==> config.mk <==
export PLATFORM = sky130hd
export DESIGN_NAME = ems_encoder_master_sequencer
export DESIGN_NICKNAME = d
export VERILOG_FILES = /design/src/core/ems_pkg.sv /design/src/core/ems_encoder_master_sequencer.sv /design/src/core/ems_fifo.sv
export SDC_FILE = /design/constraint.sdc
export NUM_CORES = 1
export LEC_CHECK = 0
export BUFFER_PORTS_ARGS = -buffer_cell sky130_fd_sc_hd__buf_2
export CELL_PAD_IN_SITES_DETAIL_PLACEMENT = 0
export CELL_PAD_IN_SITES_GLOBAL_PLACEMENT = 1
export CORE_MARGIN = 2
export CORE_UTILIZATION = 52
export CTS_CLUSTER_SIZE = 25
export DETAILED_ROUTE_END_ITERATION = 8
export GPL_TIMING_DRIVEN = 0
export PLACE_DENSITY = 0.85
export SYNTH_ARGS = -nofsm -noshare
export SYNTH_HDL_FRONTEND = slang
export SYNTH_HIERARCHICAL = 1
export SYNTH_SLANG_ARGS = --single-unit
==> constraint.sdc <==
create_clock -name core_clk -period 6.25 [get_ports core_clk]
set_input_delay 1.25 -clock core_clk [delete_from_list [all_inputs] [get_ports core_clk]]
set_output_delay 1.25 -clock core_clk [all_outputs]
set_load 0.1 [all_outputs]
==> src/core/ems_pkg.sv <==
/*
  Constants, types and helpers shared by the encoder master sequencer and its testbench.
  Assumes a 200 MHz core clock and an APB register bus with 32-bit data.
*/
package ems_pkg;

  // timing
  localparam int unsigned CORE_CLK_HZ = 200_000_000;
  localparam int unsigned LINK_BIT_RATE_HZ = 2_500_000;
  localparam int unsigned BIT_CYCLES = CORE_CLK_HZ / LINK_BIT_RATE_HZ;
  localparam logic [15:0] MATCH1_RST = 16'(BIT_CYCLES / 2);
  localparam logic [15:0] MATCH2_RST = 16'(BIT_CYCLES - 1);

  // register byte offsets
  localparam logic [7:0] OFS_CTRL = 8'h00;
  localparam logic [7:0] OFS_CMD = 8'h04;
  localparam logic [7:0] OFS_LEN = 8'h08;
  localparam logic [7:0] OFS_CLKDIV = 8'h0C;
  localparam logic [7:0] OFS_OUTMASK = 8'h10;
  localparam logic [7:0] OFS_STATUS = 8'h14;
  localparam logic [7:0] OFS_RXDATA = 8'h18;

  // control bits
  localparam int unsigned CTRL_START_BIT = 0;
  localparam int unsigned CTRL_ENABLE_BIT = 1;
  localparam int unsigned CTRL_SEQ_RESET_BIT = 2;
  localparam int unsigned CTRL_CLK_OE_BIT = 3;
  localparam logic [7:0] CTRL_RST = 8'h00;
  localparam logic [7:0] CTRL_KEEP_MASK = 8'h0B;

  // length fields
  localparam int unsigned LEN_TX_POS = 0;
  localparam int unsigned LEN_RX_POS = 8;
  localparam int unsigned LEN_PAD_POS = 16;
  localparam logic [7:0] TX_LEN_RST = 8'h00;
  localparam logic [7:0] RX_LEN_RST = 8'h00;
  localparam logic [7:0] PAD_LEN_RST = 8'h00;

  // clock divider fields
  localparam int unsigned CLKDIV_M1_POS = 0;
  localparam int unsigned CLKDIV_M2_POS = 16;

  // output enable mask
  localparam logic [7:0] OUTMASK_RST = 8'h3C;
  localparam int unsigned OUT_SHIFT_CLK_BIT = 2;
  localparam int unsigned OUT_CLK_OE_BIT = 3;
  localparam int unsigned OUT_DRIVE_BIT = 4;

  // status fields
  localparam int unsigned ST_BUSY_BIT = 0;
  localparam int unsigned ST_STATE_POS = 1;
  localparam int unsigned ST_DONE_BIT = 3;
  localparam int unsigned ST_ERR_BIT = 4;
  localparam int unsigned ST_LEVEL_POS = 8;

  localparam logic [3:0] MODE_RST = 4'h0;

  typedef enum logic [1:0] {
    ST_IDLE = 2'b00,
    ST_TX = 2'b01,
    ST_WAIT = 2'b11,
    ST_RX = 2'b10
  } ems_state_t;

  // mode command codes the master supports
  function automatic logic ems_mode_supported(input logic [3:0] code);
    logic ok;
    ok = 1'b0;
    case (code)
      4'h0, 4'h1, 4'h2, 4'h3, 4'h6, 4'h7, 4'h8, 4'hC, 4'hD: ok = 1'b1;
      default: ok = 1'b0;
    endcase
    return ok;
  endfunction : ems_mode_supported

  // apply apb byte strobes to a register image
  function automatic logic [31:0] ems_merge(input logic [31:0] old_word,
                                            input logic [31:0] wdata,
                                            input logic [3:0] strb);
    logic [31:0] res;
    res = old_word;
    for (int i = 0; i < 4; i++) begin
      if (strb[i]) begin
        res[i*8 +: 8] = wdata[i*8 +: 8];
      end
    end
    return res;
  endfunction : ems_merge

endpackage : ems_pkg

==> src/core/ems_encoder_master_sequencer.sv <==
/*
  Master sequencer for a half-duplex serial encoder link: bit clock for a slave
  shift port, line drive enable, start-bit wait and reply clocking, APB registers.
  Assumes the shift port and transceiver sit outside; the data pin is asynchronous.
*/
//
// Contract
// start acts only on a rising edge of the software start bit
// encoder edge input is the same receive line the shift port samples
// output enable mask resets to 0x3C, enabling outputs two to five
// shift port runs as clock slave, its clock only from this sequencer
// sequencer reset clears counters and returns state machines to idle
// software programs shift port level and word length per command
// line direction control leaves on output crossbar six
// mode codes 0,1,2,3,6,7,8,C,D supported, each with own lengths
// command setup loads data and causes no line activity
// every transaction begins with a command setup
// start is a separate later action performing the prepared exchange
// software configures everything after system reset before any transaction
// bit rate programmable through clock counter match values
// line drive enable high only while command bits are sent
// counter with two match values makes the shift clock, nominally 2.5 MBPS
// after sending, clock stops until the encoder start bit arrives
// reply phase gives reply length plus padding clocks, then idles
// done flag raised on return to idle; starts ignored while busy
`timescale 1ns/1ps
module ems_encoder_master_sequencer #(
  parameter int unsigned FIFO_WIDTH = 32,
  parameter int unsigned FIFO_DEPTH = 8
) (
  // clock and reset
  input wire logic core_clk,
  input wire logic arst_n,
  // apb slave
  input wire logic psel,
  input wire logic penable,
  input wire logic pwrite,
  input wire logic [7:0] paddr,
  input wire logic [31:0] pwdata,
  input wire logic [3:0] pstrb,
  output logic [31:0] prdata,
  output logic pready,
  output logic pslverr,
  // link pins
  input wire logic encoder_edge_input,
  output logic shift_clk_out,
  output logic shift_clk_oe,
  output logic output_crossbar_six
);

  localparam int unsigned CW = $clog2(FIFO_DEPTH + 1);
  localparam int unsigned BW = $clog2(FIFO_WIDTH + 1);

  if (FIFO_WIDTH < 1 || FIFO_WIDTH > 32) begin : g_bad_width
    $error("fifo width must be 1 to 32");
  end
  if (CW > 4) begin : g_bad_level
    $error("fifo depth must be below 16 to fit the status field");
  end

  // registers
  logic [7:0] ctrl_reg;
  logic seq_reset_reg;
  logic start_prev_reg;
  logic [3:0] mode_reg;
  logic [7:0] tx_len_reg;
  logic [7:0] rx_len_reg;
  logic [7:0] pad_len_reg;
  logic [15:0] match1_reg;
  logic [15:0] match2_reg;
  logic [7:0] outmask_reg;
  logic done_reg;
  logic err_reg;
  ems_pkg::ems_state_t state_reg;
  logic [15:0] div_cnt_reg;
  logic [8:0] bit_cnt_reg;
  logic [2:0] enc_sync_reg;
  logic enc_level_reg;
  logic [FIFO_WIDTH-1:0] rx_shift_reg;
  logic [BW-1:0] rx_bits_reg;
  logic push_pending_reg;
  logic [FIFO_WIDTH-1:0] push_word_reg;
  logic pready_reg;
  logic pslverr_reg;
  logic [31:0] prdata_reg;
  logic shift_clk_reg;
  logic shift_clk_oe_reg;
  logic drive_reg;

  // combinational terms
  logic access;
  logic wr;
  logic [31:0] ctrl_word;
  logic [31:0] cmd_word;
  logic [31:0] div_word;
  logic seq_clear;
  logic start_rise;
  logic busy;
  logic cfg_ok;
  logic go;
  logic refuse;
  logic stall;
  logic run;
  logic div_wrap;
  logic last_tx;
  logic last_rx;
  logic rx_end;
  logic sample;
  logic enc_fall;
  logic [8:0] rx_total;
  logic [FIFO_WIDTH-1:0] shifted;
  logic fifo_in_ready;
  logic fifo_out_valid;
  logic fifo_pop;
  logic [FIFO_WIDTH-1:0] fifo_out_data;
  logic [CW-1:0] fifo_level;
  logic [31:0] rdata;
  logic hit;

  // apb decode: one wait state, write and pop at the completing edge
  assign access = psel & penable & pready_reg;
  assign wr = access & pwrite;
  assign ctrl_word = ems_pkg::ems_merge({24'h000000, ctrl_reg}, pwdata, pstrb);
  assign cmd_word = ems_pkg::ems_merge({28'h0000000, mode_reg}, pwdata, pstrb);
  assign div_word = ems_pkg::ems_merge({match2_reg, match1_reg}, pwdata, pstrb);
  assign fifo_pop = access & !pwrite & (paddr == ems_pkg::OFS_RXDATA) & fifo_out_valid;

  // sequencer control terms
  assign seq_clear = seq_reset_reg | !ctrl_reg[ems_pkg::CTRL_ENABLE_BIT];
  assign start_rise = ctrl_reg[ems_pkg::CTRL_START_BIT] & !start_prev_reg;
  assign busy = (state_reg != ems_pkg::ST_IDLE) | push_pending_reg;
  assign rx_total = {1'b0, rx_len_reg} + {1'b0, pad_len_reg};
  assign cfg_ok = ems_pkg::ems_mode_supported(mode_reg) && (tx_len_reg != 8'h00) &&
                  (rx_total != 9'h000);
  assign go = start_rise & !busy & !seq_clear & cfg_ok;
  assign refuse = start_rise & !busy & !seq_clear & !cfg_ok;
  assign stall = push_pending_reg & !fifo_in_ready;
  assign run = ((state_reg == ems_pkg::ST_TX) | (state_reg == ems_pkg::ST_RX)) & !stall;
  assign div_wrap = run & (div_cnt_reg == match2_reg);
  assign last_tx = (bit_cnt_reg + 9'h001) == {1'b0, tx_len_reg};
  assign last_rx = (bit_cnt_reg + 9'h001) == rx_total;
  assign rx_end = div_wrap & (state_reg == ems_pkg::ST_RX) & last_rx;
  assign sample = run & (state_reg == ems_pkg::ST_RX) & (div_cnt_reg == match1_reg);
  assign shifted = (FIFO_WIDTH > 1) ? {enc_level_reg, rx_shift_reg[FIFO_WIDTH-1:1]} :
                   FIFO_WIDTH'(enc_level_reg);
  // falling edge once second and third stages agree
  assign enc_fall = (enc_sync_reg[1] == enc_sync_reg[2]) & !enc_sync_reg[1] & enc_level_reg;

  // control register with self-clearing sequencer reset
  always_ff @(posedge core_clk or negedge arst_n) begin
    if (!arst_n) begin
      ctrl_reg <= ems_pkg::CTRL_RST;
      seq_reset_reg <= 1'b0;
    end else begin
      if (wr && paddr == ems_pkg::OFS_CTRL) begin
        ctrl_reg <= ctrl_word[7:0] & ems_pkg::CTRL_KEEP_MASK;
      end
      seq_reset_reg <= wr && (paddr == ems_pkg::OFS_CTRL) &&
                       ctrl_word[ems_pkg::CTRL_SEQ_RESET_BIT];
    end
  end

  always_ff @(posedge core_clk or negedge arst_n) begin
    if (!arst_n) begin
      start_prev_reg <= 1'b0;
    end else begin
      start_prev_reg <= ctrl_reg[ems_pkg::CTRL_START_BIT];
    end
  end

  // command, lengths, clock matches and output mask
  always_ff @(posedge core_clk or negedge arst_n) begin
    if (!arst_n) begin
      mode_reg <= ems_pkg::MODE_RST;
      tx_len_reg <= ems_pkg::TX_LEN_RST;
      rx_len_reg <= ems_pkg::RX_LEN_RST;
      pad_len_reg <= ems_pkg::PAD_LEN_RST;
      match1_reg <= ems_pkg::MATCH1_RST;
      match2_reg <= ems_pkg::MATCH2_RST;
      outmask_reg <= ems_pkg::OUTMASK_RST;
    end else if (wr) begin
      case (paddr)
        ems_pkg::OFS_CMD: begin
          mode_reg <= cmd_word[3:0];
        end
        ems_pkg::OFS_LEN: begin
          tx_len_reg <= pstrb[0] ? pwdata[ems_pkg::LEN_TX_POS +: 8] : tx_len_reg;
          rx_len_reg <= pstrb[1] ? pwdata[ems_pkg::LEN_RX_POS +: 8] : rx_len_reg;
          pad_len_reg <= pstrb[2] ? pwdata[ems_pkg::LEN_PAD_POS +: 8] : pad_len_reg;
        end
        ems_pkg::OFS_CLKDIV: begin
          match1_reg <= div_word[ems_pkg::CLKDIV_M1_POS +: 16];
          match2_reg <= div_word[ems_pkg::CLKDIV_M2_POS +: 16];
        end
        ems_pkg::OFS_OUTMASK: begin
          outmask_reg <= pstrb[0] ? pwdata[7:0] : outmask_reg;
        end
        default: begin
        end
      endcase
    end
  end

  // sticky flags, write one to clear, set wins
  always_ff @(posedge core_clk or negedge arst_n) begin
    if (!arst_n) begin
      done_reg <= 1'b0;
      err_reg <= 1'b0;
    end else begin
      if (rx_end) begin
        done_reg <= 1'b1;
      end else if (wr && paddr == ems_pkg::OFS_STATUS && pstrb[0] &&
                   pwdata[ems_pkg::ST_DONE_BIT]) begin
        done_reg <= 1'b0;
      end
      if (refuse) begin
        err_reg <= 1'b1;
      end else if (wr && paddr == ems_pkg::OFS_STATUS && pstrb[0] &&
                   pwdata[ems_pkg::ST_ERR_BIT]) begin
        err_reg <= 1'b0;
      end
    end
  end

  // encoder data pin synchroniser and filtered level
  always_ff @(posedge core_clk or negedge arst_n) begin
    if (!arst_n) begin
      enc_sync_reg <= 3'h7;
      enc_level_reg <= 1'b1;
    end else begin
      enc_sync_reg <= {enc_sync_reg[1:0], encoder_edge_input};
      if (enc_sync_reg[1] == enc_sync_reg[2]) begin
        enc_level_reg <= enc_sync_reg[1];
      end
    end
  end

  // main state machine
  always_ff @(posedge core_clk or negedge arst_n) begin
    if (!arst_n) begin
      state_reg <= ems_pkg::ST_IDLE;
    end else if (seq_clear) begin
      state_reg <= ems_pkg::ST_IDLE;
    end else begin
      unique case (state_reg)
        ems_pkg::ST_IDLE: if (go) state_reg <= ems_pkg::ST_TX;
        ems_pkg::ST_TX: if (div_wrap && last_tx) state_reg <= ems_pkg::ST_WAIT;
        ems_pkg::ST_WAIT: if (enc_fall) state_reg <= ems_pkg::ST_RX;
        ems_pkg::ST_RX: if (rx_end) state_reg <= ems_pkg::ST_IDLE;
      endcase
    end
  end

  // bit clock divider and bit counter
  always_ff @(posedge core_clk or negedge arst_n) begin
    if (!arst_n) begin
      div_cnt_reg <= 16'h0000;
      bit_cnt_reg <= 9'h000;
    end else if (seq_clear || !run) begin
      if (seq_clear || state_reg == ems_pkg::ST_IDLE || state_reg == ems_pkg::ST_WAIT) begin
        div_cnt_reg <= 16'h0000;
        bit_cnt_reg <= 9'h000;
      end
    end else if (div_wrap) begin
      div_cnt_reg <= 16'h0000;
      if ((state_reg == ems_pkg::ST_TX && last_tx) || last_rx) begin
        bit_cnt_reg <= 9'h000;
      end else begin
        bit_cnt_reg <= bit_cnt_reg + 9'h001;
      end
    end else begin
      div_cnt_reg <= div_cnt_reg + 16'h0001;
    end
  end

  // reply capture, lsb first, words handed to the fifo
  always_ff @(posedge core_clk or negedge arst_n) begin
    if (!arst_n) begin
      rx_shift_reg <= '0;
      rx_bits_reg <= '0;
      push_pending_reg <= 1'b0;
      push_word_reg <= '0;
    end else if (seq_reset_reg) begin
      rx_shift_reg <= '0;
      rx_bits_reg <= '0;
      push_pending_reg <= 1'b0;
    end else begin
      if (sample && rx_bits_reg == BW'(FIFO_WIDTH - 1)) begin
        push_word_reg <= shifted;
        rx_shift_reg <= '0;
        rx_bits_reg <= '0;
        push_pending_reg <= 1'b1;
      end else if (sample) begin
        rx_shift_reg <= shifted;
        rx_bits_reg <= rx_bits_reg + BW'(1);
      end else if (rx_end && rx_bits_reg != '0) begin
        push_word_reg <= rx_shift_reg;
        rx_shift_reg <= '0;
        rx_bits_reg <= '0;
        push_pending_reg <= 1'b1;
      end else if (push_pending_reg && fifo_in_ready) begin
        push_pending_reg <= 1'b0;
      end
    end
  end

  ems_fifo #(
    .WIDTH(FIFO_WIDTH),
    .DEPTH(FIFO_DEPTH)
  ) u_rx_fifo (
    .core_clk(core_clk),
    .arst_n(arst_n),
    .flush(seq_reset_reg),
    .in_valid(push_pending_reg),
    .in_ready(fifo_in_ready),
    .in_data(push_word_reg),
    .out_valid(fifo_out_valid),
    .out_ready(fifo_pop),
    .out_data(fifo_out_data),
    .level(fifo_level)
  );

  // pin outputs gated by the output enable mask
  always_ff @(posedge core_clk or negedge arst_n) begin
    if (!arst_n) begin
      shift_clk_reg <= 1'b0;
      shift_clk_oe_reg <= 1'b0;
      drive_reg <= 1'b0;
    end else begin
      shift_clk_reg <= run & (div_cnt_reg < match1_reg) &
                       outmask_reg[ems_pkg::OUT_SHIFT_CLK_BIT];
      shift_clk_oe_reg <= ctrl_reg[ems_pkg::CTRL_CLK_OE_BIT] &
                          outmask_reg[ems_pkg::OUT_CLK_OE_BIT];
      drive_reg <= !seq_clear & (state_reg == ems_pkg::ST_TX) &
                   outmask_reg[ems_pkg::OUT_DRIVE_BIT];
    end
  end

  // read mux
  always_comb begin
    rdata = 32'h00000000;
    hit = 1'b1;
    case (paddr)
      ems_pkg::OFS_CTRL: rdata[7:0] = ctrl_reg;
      ems_pkg::OFS_CMD: rdata[3:0] = mode_reg;
      ems_pkg::OFS_LEN: rdata[23:0] = {pad_len_reg, rx_len_reg, tx_len_reg};
      ems_pkg::OFS_CLKDIV: rdata = {match2_reg, match1_reg};
      ems_pkg::OFS_OUTMASK: rdata[7:0] = outmask_reg;
      ems_pkg::OFS_STATUS: begin
        rdata[ems_pkg::ST_BUSY_BIT] = busy;
        rdata[ems_pkg::ST_STATE_POS +: 2] = state_reg;
        rdata[ems_pkg::ST_DONE_BIT] = done_reg;
        rdata[ems_pkg::ST_ERR_BIT] = err_reg;
        rdata[ems_pkg::ST_LEVEL_POS +: CW] = fifo_level;
      end
      ems_pkg::OFS_RXDATA: begin
        if (fifo_out_valid) begin
          rdata[FIFO_WIDTH-1:0] = fifo_out_data;
        end
      end
      default: hit = 1'b0;
    endcase
  end

  always_ff @(posedge core_clk or negedge arst_n) begin
    if (!arst_n) begin
      pready_reg <= 1'b0;
      pslverr_reg <= 1'b0;
      prdata_reg <= 32'h00000000;
    end else begin
      pready_reg <= psel & penable & !pready_reg;
      pslverr_reg <= psel & penable & !pready_reg & !hit;
      if (psel && penable && !pready_reg) begin
        prdata_reg <= pwrite ? 32'h00000000 : rdata;
      end
    end
  end

  assign prdata = prdata_reg;
  assign pready = pready_reg;
  assign pslverr = pslverr_reg;
  assign shift_clk_out = shift_clk_reg;
  assign shift_clk_oe = shift_clk_oe_reg;
  assign output_crossbar_six = drive_reg;

endmodule : ems_encoder_master_sequencer

==> src/core/ems_fifo.sv <==
/*
  Flip-flop FIFO with valid/ready on both sides and a synchronous flush.
  Assumes a single clock and an active-low asynchronous reset.
*/
`timescale 1ns/1ps
module ems_fifo #(
  parameter int unsigned WIDTH = 32,
  parameter int unsigned DEPTH = 8
) (
  // clock and reset
  input wire logic core_clk,
  input wire logic arst_n,
  input wire logic flush,
  // fill side
  input wire logic in_valid,
  output logic in_ready,
  input wire logic [WIDTH-1:0] in_data,
  // drain side
  output logic out_valid,
  input wire logic out_ready,
  output logic [WIDTH-1:0] out_data,
  // fill level
  output logic [$clog2(DEPTH+1)-1:0] level
);

  localparam int unsigned PW = (DEPTH > 1) ? $clog2(DEPTH) : 1;
  localparam int unsigned LW = $clog2(DEPTH + 1);

  if (DEPTH < 2) begin : g_bad_depth
    $error("ems_fifo depth must be at least 2");
  end

  logic [WIDTH-1:0] mem_reg [DEPTH];
  logic [PW-1:0] wr_ptr_reg;
  logic [PW-1:0] rd_ptr_reg;
  logic [LW-1:0] level_reg;
  logic push;
  logic pop;

  assign in_ready = (level_reg != LW'(DEPTH));
  assign out_valid = (level_reg != '0);
  assign out_data = mem_reg[rd_ptr_reg];
  assign level = level_reg;
  assign push = in_valid & in_ready;
  assign pop = out_valid & out_ready;

  always_ff @(posedge core_clk) begin
    if (push) begin
      mem_reg[wr_ptr_reg] <= in_data;
    end
  end

  always_ff @(posedge core_clk or negedge arst_n) begin
    if (!arst_n) begin
      wr_ptr_reg <= '0;
      rd_ptr_reg <= '0;
      level_reg <= '0;
    end else if (flush) begin
      wr_ptr_reg <= '0;
      rd_ptr_reg <= '0;
      level_reg <= '0;
    end else begin
      if (push) begin
        wr_ptr_reg <= (wr_ptr_reg == PW'(DEPTH - 1)) ? '0 : wr_ptr_reg + PW'(1);
      end
      if (pop) begin
        rd_ptr_reg <= (rd_ptr_reg == PW'(DEPTH - 1)) ? '0 : rd_ptr_reg + PW'(1);
      end
      if (push && !pop) begin
        level_reg <= level_reg + LW'(1);
      end else if (pop && !push) begin
        level_reg <= level_reg - LW'(1);
      end
    end
  end

endmodule : ems_fifo

### Yosys cells after proc, flatten, opt, wreduce, memory -nomap -nowiden

Memories as Yosys holds them, arrays and structs flattened.
Cells that the tools add are included.

* input bits: 50
* memory bits (writable): 256
* register bits after elaboration: 224
* ROM bits: 16
* memories: 2
* output and inout bits: 37
* word-level logic and storage cells: 221

* add/subtract/negate cells: 8
* magnitude comparators: 1
* bitwise gates (word level): 33
* equality and inequality tests: 25
* muxes and demuxes: 54
* reductions and logical operators: 66

Memory list
* u_rx_fifo.mem_reg: depth 8, width 32, rd ports 1, clocked after memory_dff 0, wr ports 1, RTL line ems_fifo.sv:33 `logic [WIDTH-1:0] mem_reg [DEPTH];`
* (no name shown): depth 16, width 1, rd ports 1, clocked after memory_dff 0, wr ports 0, RTL line ems_pkg.sv:69 `case (code)`

Operators with widths (number)
* $mux W32: 9
* $mux W16: 3
* $mux W9: 4
* $pmux W12 S3: 1
* $eq A16 B16 Y1: 2
* $reduce_and A3 Y1: 10
* $and A1 B1 Y1: 29
* $pmux W4 S7: 1
* $eq A8 B5 Y1 const B: 3
* $mux W6: 4
* $mux W3: 7
* $logic_and A1 B1 Y1: 17
* $add A16 B1 Y16 const B: 1
* $eq A8 B4 Y1 const B: 2
* $lt A16 B16 Y1: 1
* $pmux W4 S4: 1
* $pmux W8 S2: 1
* $logic_not A1 Y1: 14
* $reduce_bool A2 Y1: 7
* $mux W1: 12
* $mux W4: 3
* $ne A3 B3 Y1 const B: 4
* $pmux W3 S4: 1
* $reduce_bool A4 Y1: 3
* 32 further kinds: 47

### Longest topological paths before layout

Gate-level depths: netlist (run 1).

* depth after elaboration: 13
* gate-level depth with buffers: 12
* depth with buffers taken out: 11

### By module

The synthesis (run 1) kept the hierarchy.

By module, submodules not included
* ems_encoder_master_sequencer: area an instance 11160.7 um^2, cells an instance 1017, sequential area each 5373.9 um^2, times used 1
* ems_fifo: area an instance 10304.9 um^2, cells an instance 450, sequential area each 7937.6 um^2, times used 1

### Worst setup path after synthesis (run 1)

No wires, ideal clock.

* path kind: reg2reg
* start point: register u_rx_fifo.level_reg[3] (netlist: u_rx_fifo/level[3])
* end point: memory u_rx_fifo.mem_reg[0][0] (enable)
* period minus slack after synthesis: 4510 ps
* setup time: 501 ps
* cell stages (with the launch flop): 5
* path slack: 1740 ps
* path buffers: 1
* data arrival time: 4008 ps
* required time: 5749 ps
* path through: dfrtp_1 or4b_1 buf_2 nand2_1 nor4_1

* longest elaborated chain between the ends: 4

Ends and longest elaborated chain
* start, declared: RTL line ems_fifo.sv:36 `logic [LW-1:0] level_reg;`
* start signal, assigned: RTL line ems_fifo.sv:70 `level_reg <= level_reg + LW'(1);`
* start signal, assigned: RTL line ems_fifo.sv:72 `level_reg <= level_reg - LW'(1);`
* $ne A4 B4 Y1: RTL line ems_fifo.sv:40 `assign in_ready = (level_reg != LW'(DEPTH));`
* via fifo_in_ready: RTL line ems_encoder_master_sequencer.sv:112 `logic fifo_in_ready;`
* $and A1 B1 Y1: RTL line ems_fifo.sv:44 `assign push = in_valid & in_ready;`
* $mux W1: RTL line ems_fifo.sv:48 `if (push) begin`
* $mux W1 (not written as such): RTL line ems_fifo.sv:49 `mem_reg[wr_ptr_reg] <= in_data;`
* end, declared: RTL line ems_fifo.sv:33

The timed path passes the listed nets, and every way through them passes these cells.

### Worst setup path after layout (run 1)

* start point: input paddr[0]
* end point: register match2_reg[5]

* longest elaborated chain between the ends: 2

Ends and longest elaborated chain
* start, declared: RTL line ems_encoder_master_sequencer.sv:38 `input wire logic [7:0] paddr,`
* $eq A8 B4 Y1: RTL line ems_encoder_master_sequencer.sv:182 `case (paddr)`
* $reduce_and A3 Y1 (no source line)
* end signal, assigned: RTL line ems_encoder_master_sequencer.sv:179 `match2_reg <= ems_pkg::MATCH2_RST;`
* end signal, assigned: RTL line ems_encoder_master_sequencer.sv:193 `match2_reg <= div_word[ems_pkg::CLKDIV_M2_POS +: 16];`
* end, declared: RTL line ems_encoder_master_sequencer.sv:70 `logic [15:0] match2_reg;`

Every way passes these cells.
A chain may end at the register's enable or synchronous reset.

==> results of run 1 <==
==> Yosys cell counts, types with 4 or more instances <==
library cell	instances
a211oi_1	5
a21o_1	7
a21oi_1	39
a221oi_1	9
a222oi_1	7
a22o_1	40
a22oi_1	14
and2_1	9
and3_1	13
buf_1	6
buf_2	20
buf_6	4
clkbuf_1	36
dfrtp_1	209
dfstp_2	15
edfxtp_1	256
ha_1	39
inv_1	46
mux2_1	4
mux2_2	162
mux2i_1	22
mux4_2	64
nand2_1	93
nand2b_1	11
nand3_1	24
nand4_1	12
nor2_1	57
nor2b_1	4
nor3_1	19
nor3b_1	5
nor4_1	11
o211ai_1	5
o21ai_0	80
o31ai_1	7
or3_1	5
or4_1	4
xnor2_1	29
xor2_1	15
==> report_power, final <==
part           switching [W]  internal (W)   total, W  leakage (nW)
sequential        0.00000315       0.00332    0.00332          4.82
clock                0.00127       0.00201    0.00327         0.889
combinational      0.0000711     0.0000252  0.0000963          3.41
total                0.00134       0.00535    0.00669          9.12
==> cells by family after synthesis <==
family	synth area share [%]
flip-flops	62.0
AND/OR/NAND/NOR	6.97
multiplexers	16.5
AO/OA/AOI/OAI	8.03
buffers and inverters	2.21
XOR/XNOR	1.80
adder cells (fa/ha/maj)	2.46
==> final timing paths <==
| kind | startpoint | endpoint | slack (ns) | depth (start not counted) |
|---|---|---|---|---|
| max | paddr[0] | match2_reg[5] | 1.92 | 9 |
| min | enc_sync_reg[0] | enc_sync_reg[1] | 0.36 | 0 |
| max reg2reg | rx_len_reg[0] | push_word_reg[28] | 2.22 | 12 |
| min reg2reg | enc_sync_reg[0] | enc_sync_reg[1] | 0.36 | 0 |
| max in group asynchronous | arst_n | div_cnt_reg[8] | 4.51 | 2 |
| min in group asynchronous | arst_n | match1_reg[15] | 0.66 | 1 |
==> critical path: cells and delay by family <==
kind	cells	cell delay, ns
buffers and inverters	2	0.41
muxes	1	0.44
and+or+nand+nor	6	2.71
==> layer usage <==
layer / vias to the layer above / track usage (%)
met5: - / 0
met4: 0 / 11.4
met3: 100 / 5.06
met2: 534 / 40.4
met1: 6748 / 32.9
li1: 5927 / -
==> cell type report <==
cell class / count / area (µm²) / area share (%)
timing repair buffer: 107 / 723 / 2.92
inverter: 46 / 173 / 0.697
sequential: 480 / 13300 / 53.7
multi-input combinational: 875 / 7740 / 31.3
clock buffer: 62 / 1350 / 5.44
clock inverter: 31 / 504 / 2.04
tap: 532 / 666 / 2.69
buffer: 66 / 303 / 1.22
==> through the flow <==
stage / util [%] / area [µm²]
floorplan: - / 21500
global placement: 55.2 / 22600
detailed placement: 56.1 / 22900
CTS: 60.6 / 24800
global route: 60.7 / 24800
finish: 60.7 / 24800
==> results.ini, run 1 <==
[sta]
max_slew_margin_pct = 18.3
tns_ns = 0
fin_worst_skew_ns = 0.0176
min_period_ns = 4.33
period_share_pct = 69.3
setup_violations = 0
maxSlewViolCount = 0
max_freq_mhz = 231
rsz0062_at_grt = no
finalWorstSetupSlack_ns = 1.92
hold_viol = 0
hold_ws_ns = 0.356
worstMarginPinSlew_ns = 1.22

[route]
top_layer = met4
dr.pass1.iters = 7
met2_length_um = 25700
wl_met3_um = 3820
antenna_left = 0
drc_errors = 0
drt_wl_total_um = 53300
wl_per_cell_um = 24.3
drt_iter0_markers = 1321
vias = 13300
wl_met1_um = 21200
routed_via_density = 6.05

[setup_path]
cpMaxStageDelayCell = nor3_1
critPathArrivalTime_ns = 4.81
crit_type = input port to flop
cp-start-kind = input port
crit_fanout = 10
endpoint_kind = flop
worstPathRequired_ns = 6.73
path_cells = buf_2 -> or4_1 -> nor2_1 -> nand2_1 -> or2_2 -> clkbuf_1 -> nor3_1 -> nand2_1 -> mux2_2
crit_top_cell = nand2_1
crit_path_max_incr_delay_ns = 1.02

[placement]
post-dp-hpwl_um = 36400
pre_cts_slack_ns = 1.40
numPortBuffers = 85
dp_cells = 2105
routabilityCongestion = 0.930

[synthesis]
synth_area_leaders = edfxtp_1 (36%), dfrtp_1 (24%), mux2_2 (8.5%)
ys_types = 80
syn_area_mm2 = 0.0215
synth.avg_cell_area_um2 = 14.6
synth_edf_count = 256
syn_inst = 1467
syn_nets = 1558
synthArstFlopShare_pct = 46.7
yosysTopAreaCell = edfxtp_1
yosysWarningCount = 6
synth_top_area_share_pct = 35.8
ys_seq_elements = 480
ys_seq_area_share_pct = 62.0
synth_flop_cell = edfxtp_1

[floorplanning]
core_region_area_mm2 = 0.0408
die_w_um = 207
top_level_ports = 87
dieArea_mm2 = 0.0429
fp.dieH_um = 207
initial_utilization_pct = 52.6
num_rows = 74

[status]
outcome = completed

[power_and_ir_drop]
p_leak_nw = 9.12
power_w = 0.00669
ir_worst_vdd_mv = 0.184
power-per-cell-area_mw_per_mm2 = 270

[finish]
final_layout_size_suffix_gt1_share_pct = 29.5
layout_commonest_cell = edfxtp_1
fillCellCount = 3051
area_growth_pct = 15.4
final_cells = 2199
finalNetCount = 1717
largest_reg_flops = 256
antennaDiodeCount = 0
mostFrequentLayoutCells = edfxtp_1 (256), dfrtp_1 (209), mux2_2 (162), buf_2 (104), nand2_1 (93)

[cts]
cts.clk_slew.worst_paths_ns = 0.06
htree_levels = 2
clockRootBuffer = clkbuf_16
post_cts_buffers = 0
cts_made_buffers = 50
ctsHoldBuffers = 0
cts_resized = 0
cts_tree = yes
clk_path_buf_depth = 3
clkLatencyLatePin_ns = 0.60
clock-sinks = 480

[global_routing]
grt_max_degree = 119
antenna_found_initial = 0
grt_overflow = 0
grt_pass1_wl_um = 81600
grt_pass1_vias = 13400
grt_use_total_pct = 25.0

[hold_path]
hold_class = flop to flop

[job]
cap_violations = 0

Note: power is estimated with default switching activity, not from simulation.
==> run 2, diff against run 1 <==
--- a/config.mk
+++ b/config.mk
@@ -9,11 +9,11 @@
 export CELL_PAD_IN_SITES_DETAIL_PLACEMENT = 0
 export CELL_PAD_IN_SITES_GLOBAL_PLACEMENT = 1
 export CORE_MARGIN = 2
-export CORE_UTILIZATION = 52
+export CORE_UTILIZATION = 47
 export CTS_CLUSTER_SIZE = 25
 export DETAILED_ROUTE_END_ITERATION = 8
 export GPL_TIMING_DRIVEN = 0
-export PLACE_DENSITY = 0.85
+export PLACE_DENSITY = 0.82
 export SYNTH_ARGS = -nofsm -noshare
 export SYNTH_HDL_FRONTEND = slang
 export SYNTH_HIERARCHICAL = 1
==> constraint.sdc (replaced) <==
create_clock -name core_clk -period 3.7 [get_ports core_clk]
set_input_delay 0.74 -clock core_clk [delete_from_list [all_inputs] [get_ports core_clk]]
set_output_delay 0.74 -clock core_clk [all_outputs]
set_load 0.1 [all_outputs]
==> run 2 against run 1 <==
Net effect: power grew 66%; highest routed layer unchanged; first-iteration DRC count fell by 14%; sequential share of layout area down 0.48 points; non-clock buffer count increased by 4; clock power grew 62%; clock-buffer cell count up 7; design area up 0.91%; global-route usage fell by 2.3 points; clock skew up 0.0081 ns; largest cell class unchanged.
==> results.ini, run 2 (synthesis gave the netlist of run 1 again) <==
[route]
drc_errors = 0  ; unchanged
wl_per_cell_um = 23.2  ; -4.2%
antenna_left = 0  ; unchanged
vias = 13200  ; -0.59%
drt_iter0_markers = 1132  ; -14%
drt_wl_total_um = 52800  ; -1.1%
dr.pass1.iters = 6  ; -1
routed_via_density = 5.83  ; -3.7%

[floorplanning]
dieArea_mm2 = 0.0474  ; +10%
num_rows = 78  ; +5.4%
initial_utilization_pct = 47.5  ; -5.1 points
die_w_um = 218  ; +5.1%
fp.dieH_um = 218  ; +5.1%
top_level_ports = 87  ; unchanged
core_region_area_mm2 = 0.0452  ; +11%

[power_and_ir_drop]
pwr-share-seq_pct = 50.6  ; +1.0 points
p_clk_share_pct = 47.9  ; -1.0 points
swShare_pct = 20.1  ; about the same
power-per-cell-area_mw_per_mm2 = 443  ; +64%
power_w = 0.0111  ; +66%
pwr-share-comb_pct = 1.5  ; about the same
p_leak_nw = 9.15  ; +0.29%
ir_worst_vdd_mv = 0.330  ; +79%
power.switching_w = 0.00222  ; +66%
cellInternalPower_w = 0.00886  ; +66%

[finish]
largest_reg_flops = 256  ; unchanged
layout_commonest_cell = edfxtp_1
finalNetCount = 1720  ; +0.17%
final_layout_size_suffix_gt1_share_pct = 30.5  ; +0.98 points
multi_input_area_mm2 = 0.00788  ; +1.7%
design_area_mm2 = 0.0250  ; +0.91%
mostFrequentLayoutCells = edfxtp_1 (256), dfrtp_1 (208), mux2_2 (162), buf_2 (104), nand2_1 (93)
fillCellCount = 3561  ; +17%
final_util_pct = 55.3  ; -5.3 points
seq_area_mm2 = 0.0133  ; about the same
area_growth_pct = 16.4

[placement]
routabilityCongestion = 0.894  ; -3.9%
post-dp-hpwl_um = 37000  ; +1.7%
placed_area_mm2 = 0.0230  ; +0.50%
numPortBuffers = 85  ; unchanged

[setup_path]
path_buf_inv = 3  ; +1
worstPathRequired_ns = 4.18  ; -2.55 ns
crit_fanout = 10  ; unchanged
crit_family = compound AO/OA/AOI/OAI gates
path_cells = ha_1 -> a211oi_2 -> nor2_1 -> xnor2_2 -> mux2_4 -> a2111oi_4 -> nand4_1 -> buf_4 -> a211oi_4 -> buf_12 -> buf_8 -> mux2_2
cpMaxStageDelayCell = a2111oi_4
critPathArrivalTime_ns = 4.03  ; -0.78 ns
crit_type = flop to flop
endpoint_kind = flop
cp-start-kind = flop
crit_path_max_incr_delay_ns = 0.48  ; -0.54 ns

[sta]
fin_worst_skew_ns = 0.0257  ; +0.00814 ns
rsz0062_at_grt = no
maxSlewViolCount = 0  ; unchanged
tns_ns = 0  ; unchanged
setup_violations = 0  ; unchanged
max_freq_mhz = 282
hold_ws_ns = 0.0306  ; -0.326 ns
min_period_ns = 3.54
worstMarginPinSlew_ns = 1.00  ; -0.214 ns
hold_viol = 0  ; unchanged
max_slew_margin_pct = 32.8  ; +14 points
period_share_pct = 95.8

[global_routing]
busiest_layer = met2
grt_util_met2_pct = 38.6  ; -1.8 points
grt_use_total_pct = 22.7  ; -2.3 points
grt_overflow = 0  ; unchanged
grtUsageMet3_pct = 3.22  ; -1.8 points
grt_pass1_wl_um = 80900  ; -0.80%
grt_max_degree = 95  ; -20%
antenna_found_initial = 2  ; +2
use_met1_pct = 29.3  ; -3.6 points
grt_pass1_vias = 13500  ; +1.2%

[cts]
clockRootBuffer = clkbuf_16
htree_levels = 2  ; unchanged
cts_made_buffers = 49  ; -2.0%
cts_tree = yes
cts.clk_slew.worst_paths_ns = 0.06  ; about the same
clkLatencyLatePin_ns = 0.61  ; about the same
clock-sinks = 480  ; unchanged
ctsHoldBuffers = 0  ; unchanged
clk_path_buf_depth = 3  ; unchanged

[hold_path]
hold_class = input port to asynchronous set/reset pin

[job]
cap_violations = 0  ; unchanged

[status]
outcome = completed

run 2: repair_timing:
action / CTS / global route
pin swaps: 3 / 10
gates resized for setup: 9 / 20
gates cloned: 0 / 0
endpoints found under the setup margin: 88 / 74
setup buffers: 3 / 3
run 2: worst register-to-register path, cell delays in order (launching register included):
cell	delay (ns)
dfrtp_1	0.40
ha_1	0.31
a211oi_2	0.29
nor2_1	0.16
xnor2_2	0.21
mux2_4	0.34
a2111oi_4	0.48
nand4_1	0.13
buf_4	0.18
a211oi_4	0.25
buf_12	0.17
buf_8	0.15
mux2_2	0.35
run 2: worst paths after layout:
path,cells after the start,from,slack (ns),to
min,1,arst_n,0.03,bit_cnt_reg[1]
min in group core_clk,1,encoder_edge_input,0.25,enc_sync_reg[0]
max reg2reg,12,rx_len_reg[1],0.16,push_word_reg[17]
min reg2reg,0,enc_sync_reg[0],0.36,enc_sync_reg[1]
max in group asynchronous,3,arst_n,2.43,enc_sync_reg[1]
max,12,rx_len_reg[1],0.16,push_word_reg[17]
run 2: per-stage QoR:
stage	setup WS, ns	std cells
after floorplan	0.0234	1467
after global placement	-2.46	2152
after detailed placement	-0.651	2173
after CTS	0.00480	2267
after global routing	0.0223	2269
final	0.156	2271
run 2: area by class of cell:
type | count | area share, %
Buffer | 65 | 1.24
Multi-Input combinational cell | 875 | 31.5
Tap cell | 600 | 3.00
Clock inverter | 22 | 1.30
Sequential cell | 480 | 53.3
Antenna cell | 2 | 0.0200
Timing Repair Buffer | 112 | 3.23
Inverter | 46 | 0.691
Clock buffer | 69 | 5.74
run 2: per-layer routing:
metal  part of all wire [%]  vias up  wire length, µm
li1                       -     5940                -
met5                      0        -                0
met4                    3.9        0             2080
met2                     50      355            26200
met3                    4.8       93             2530
met1                     42     6842            21900
run 2: power groups by stage:
stage	clock [W]	sequential, W	combinational [W]
after floorplan	0	0.00572	0.0000411
after CTS	0.00539	0.00561	0.000174
final	0.00530	0.00561	0.000171
after global routing	0.00561	0.00560	0.000189
after detailed placement	0	0.00571	0.000173
after global placement	0	0.00571	0.000161
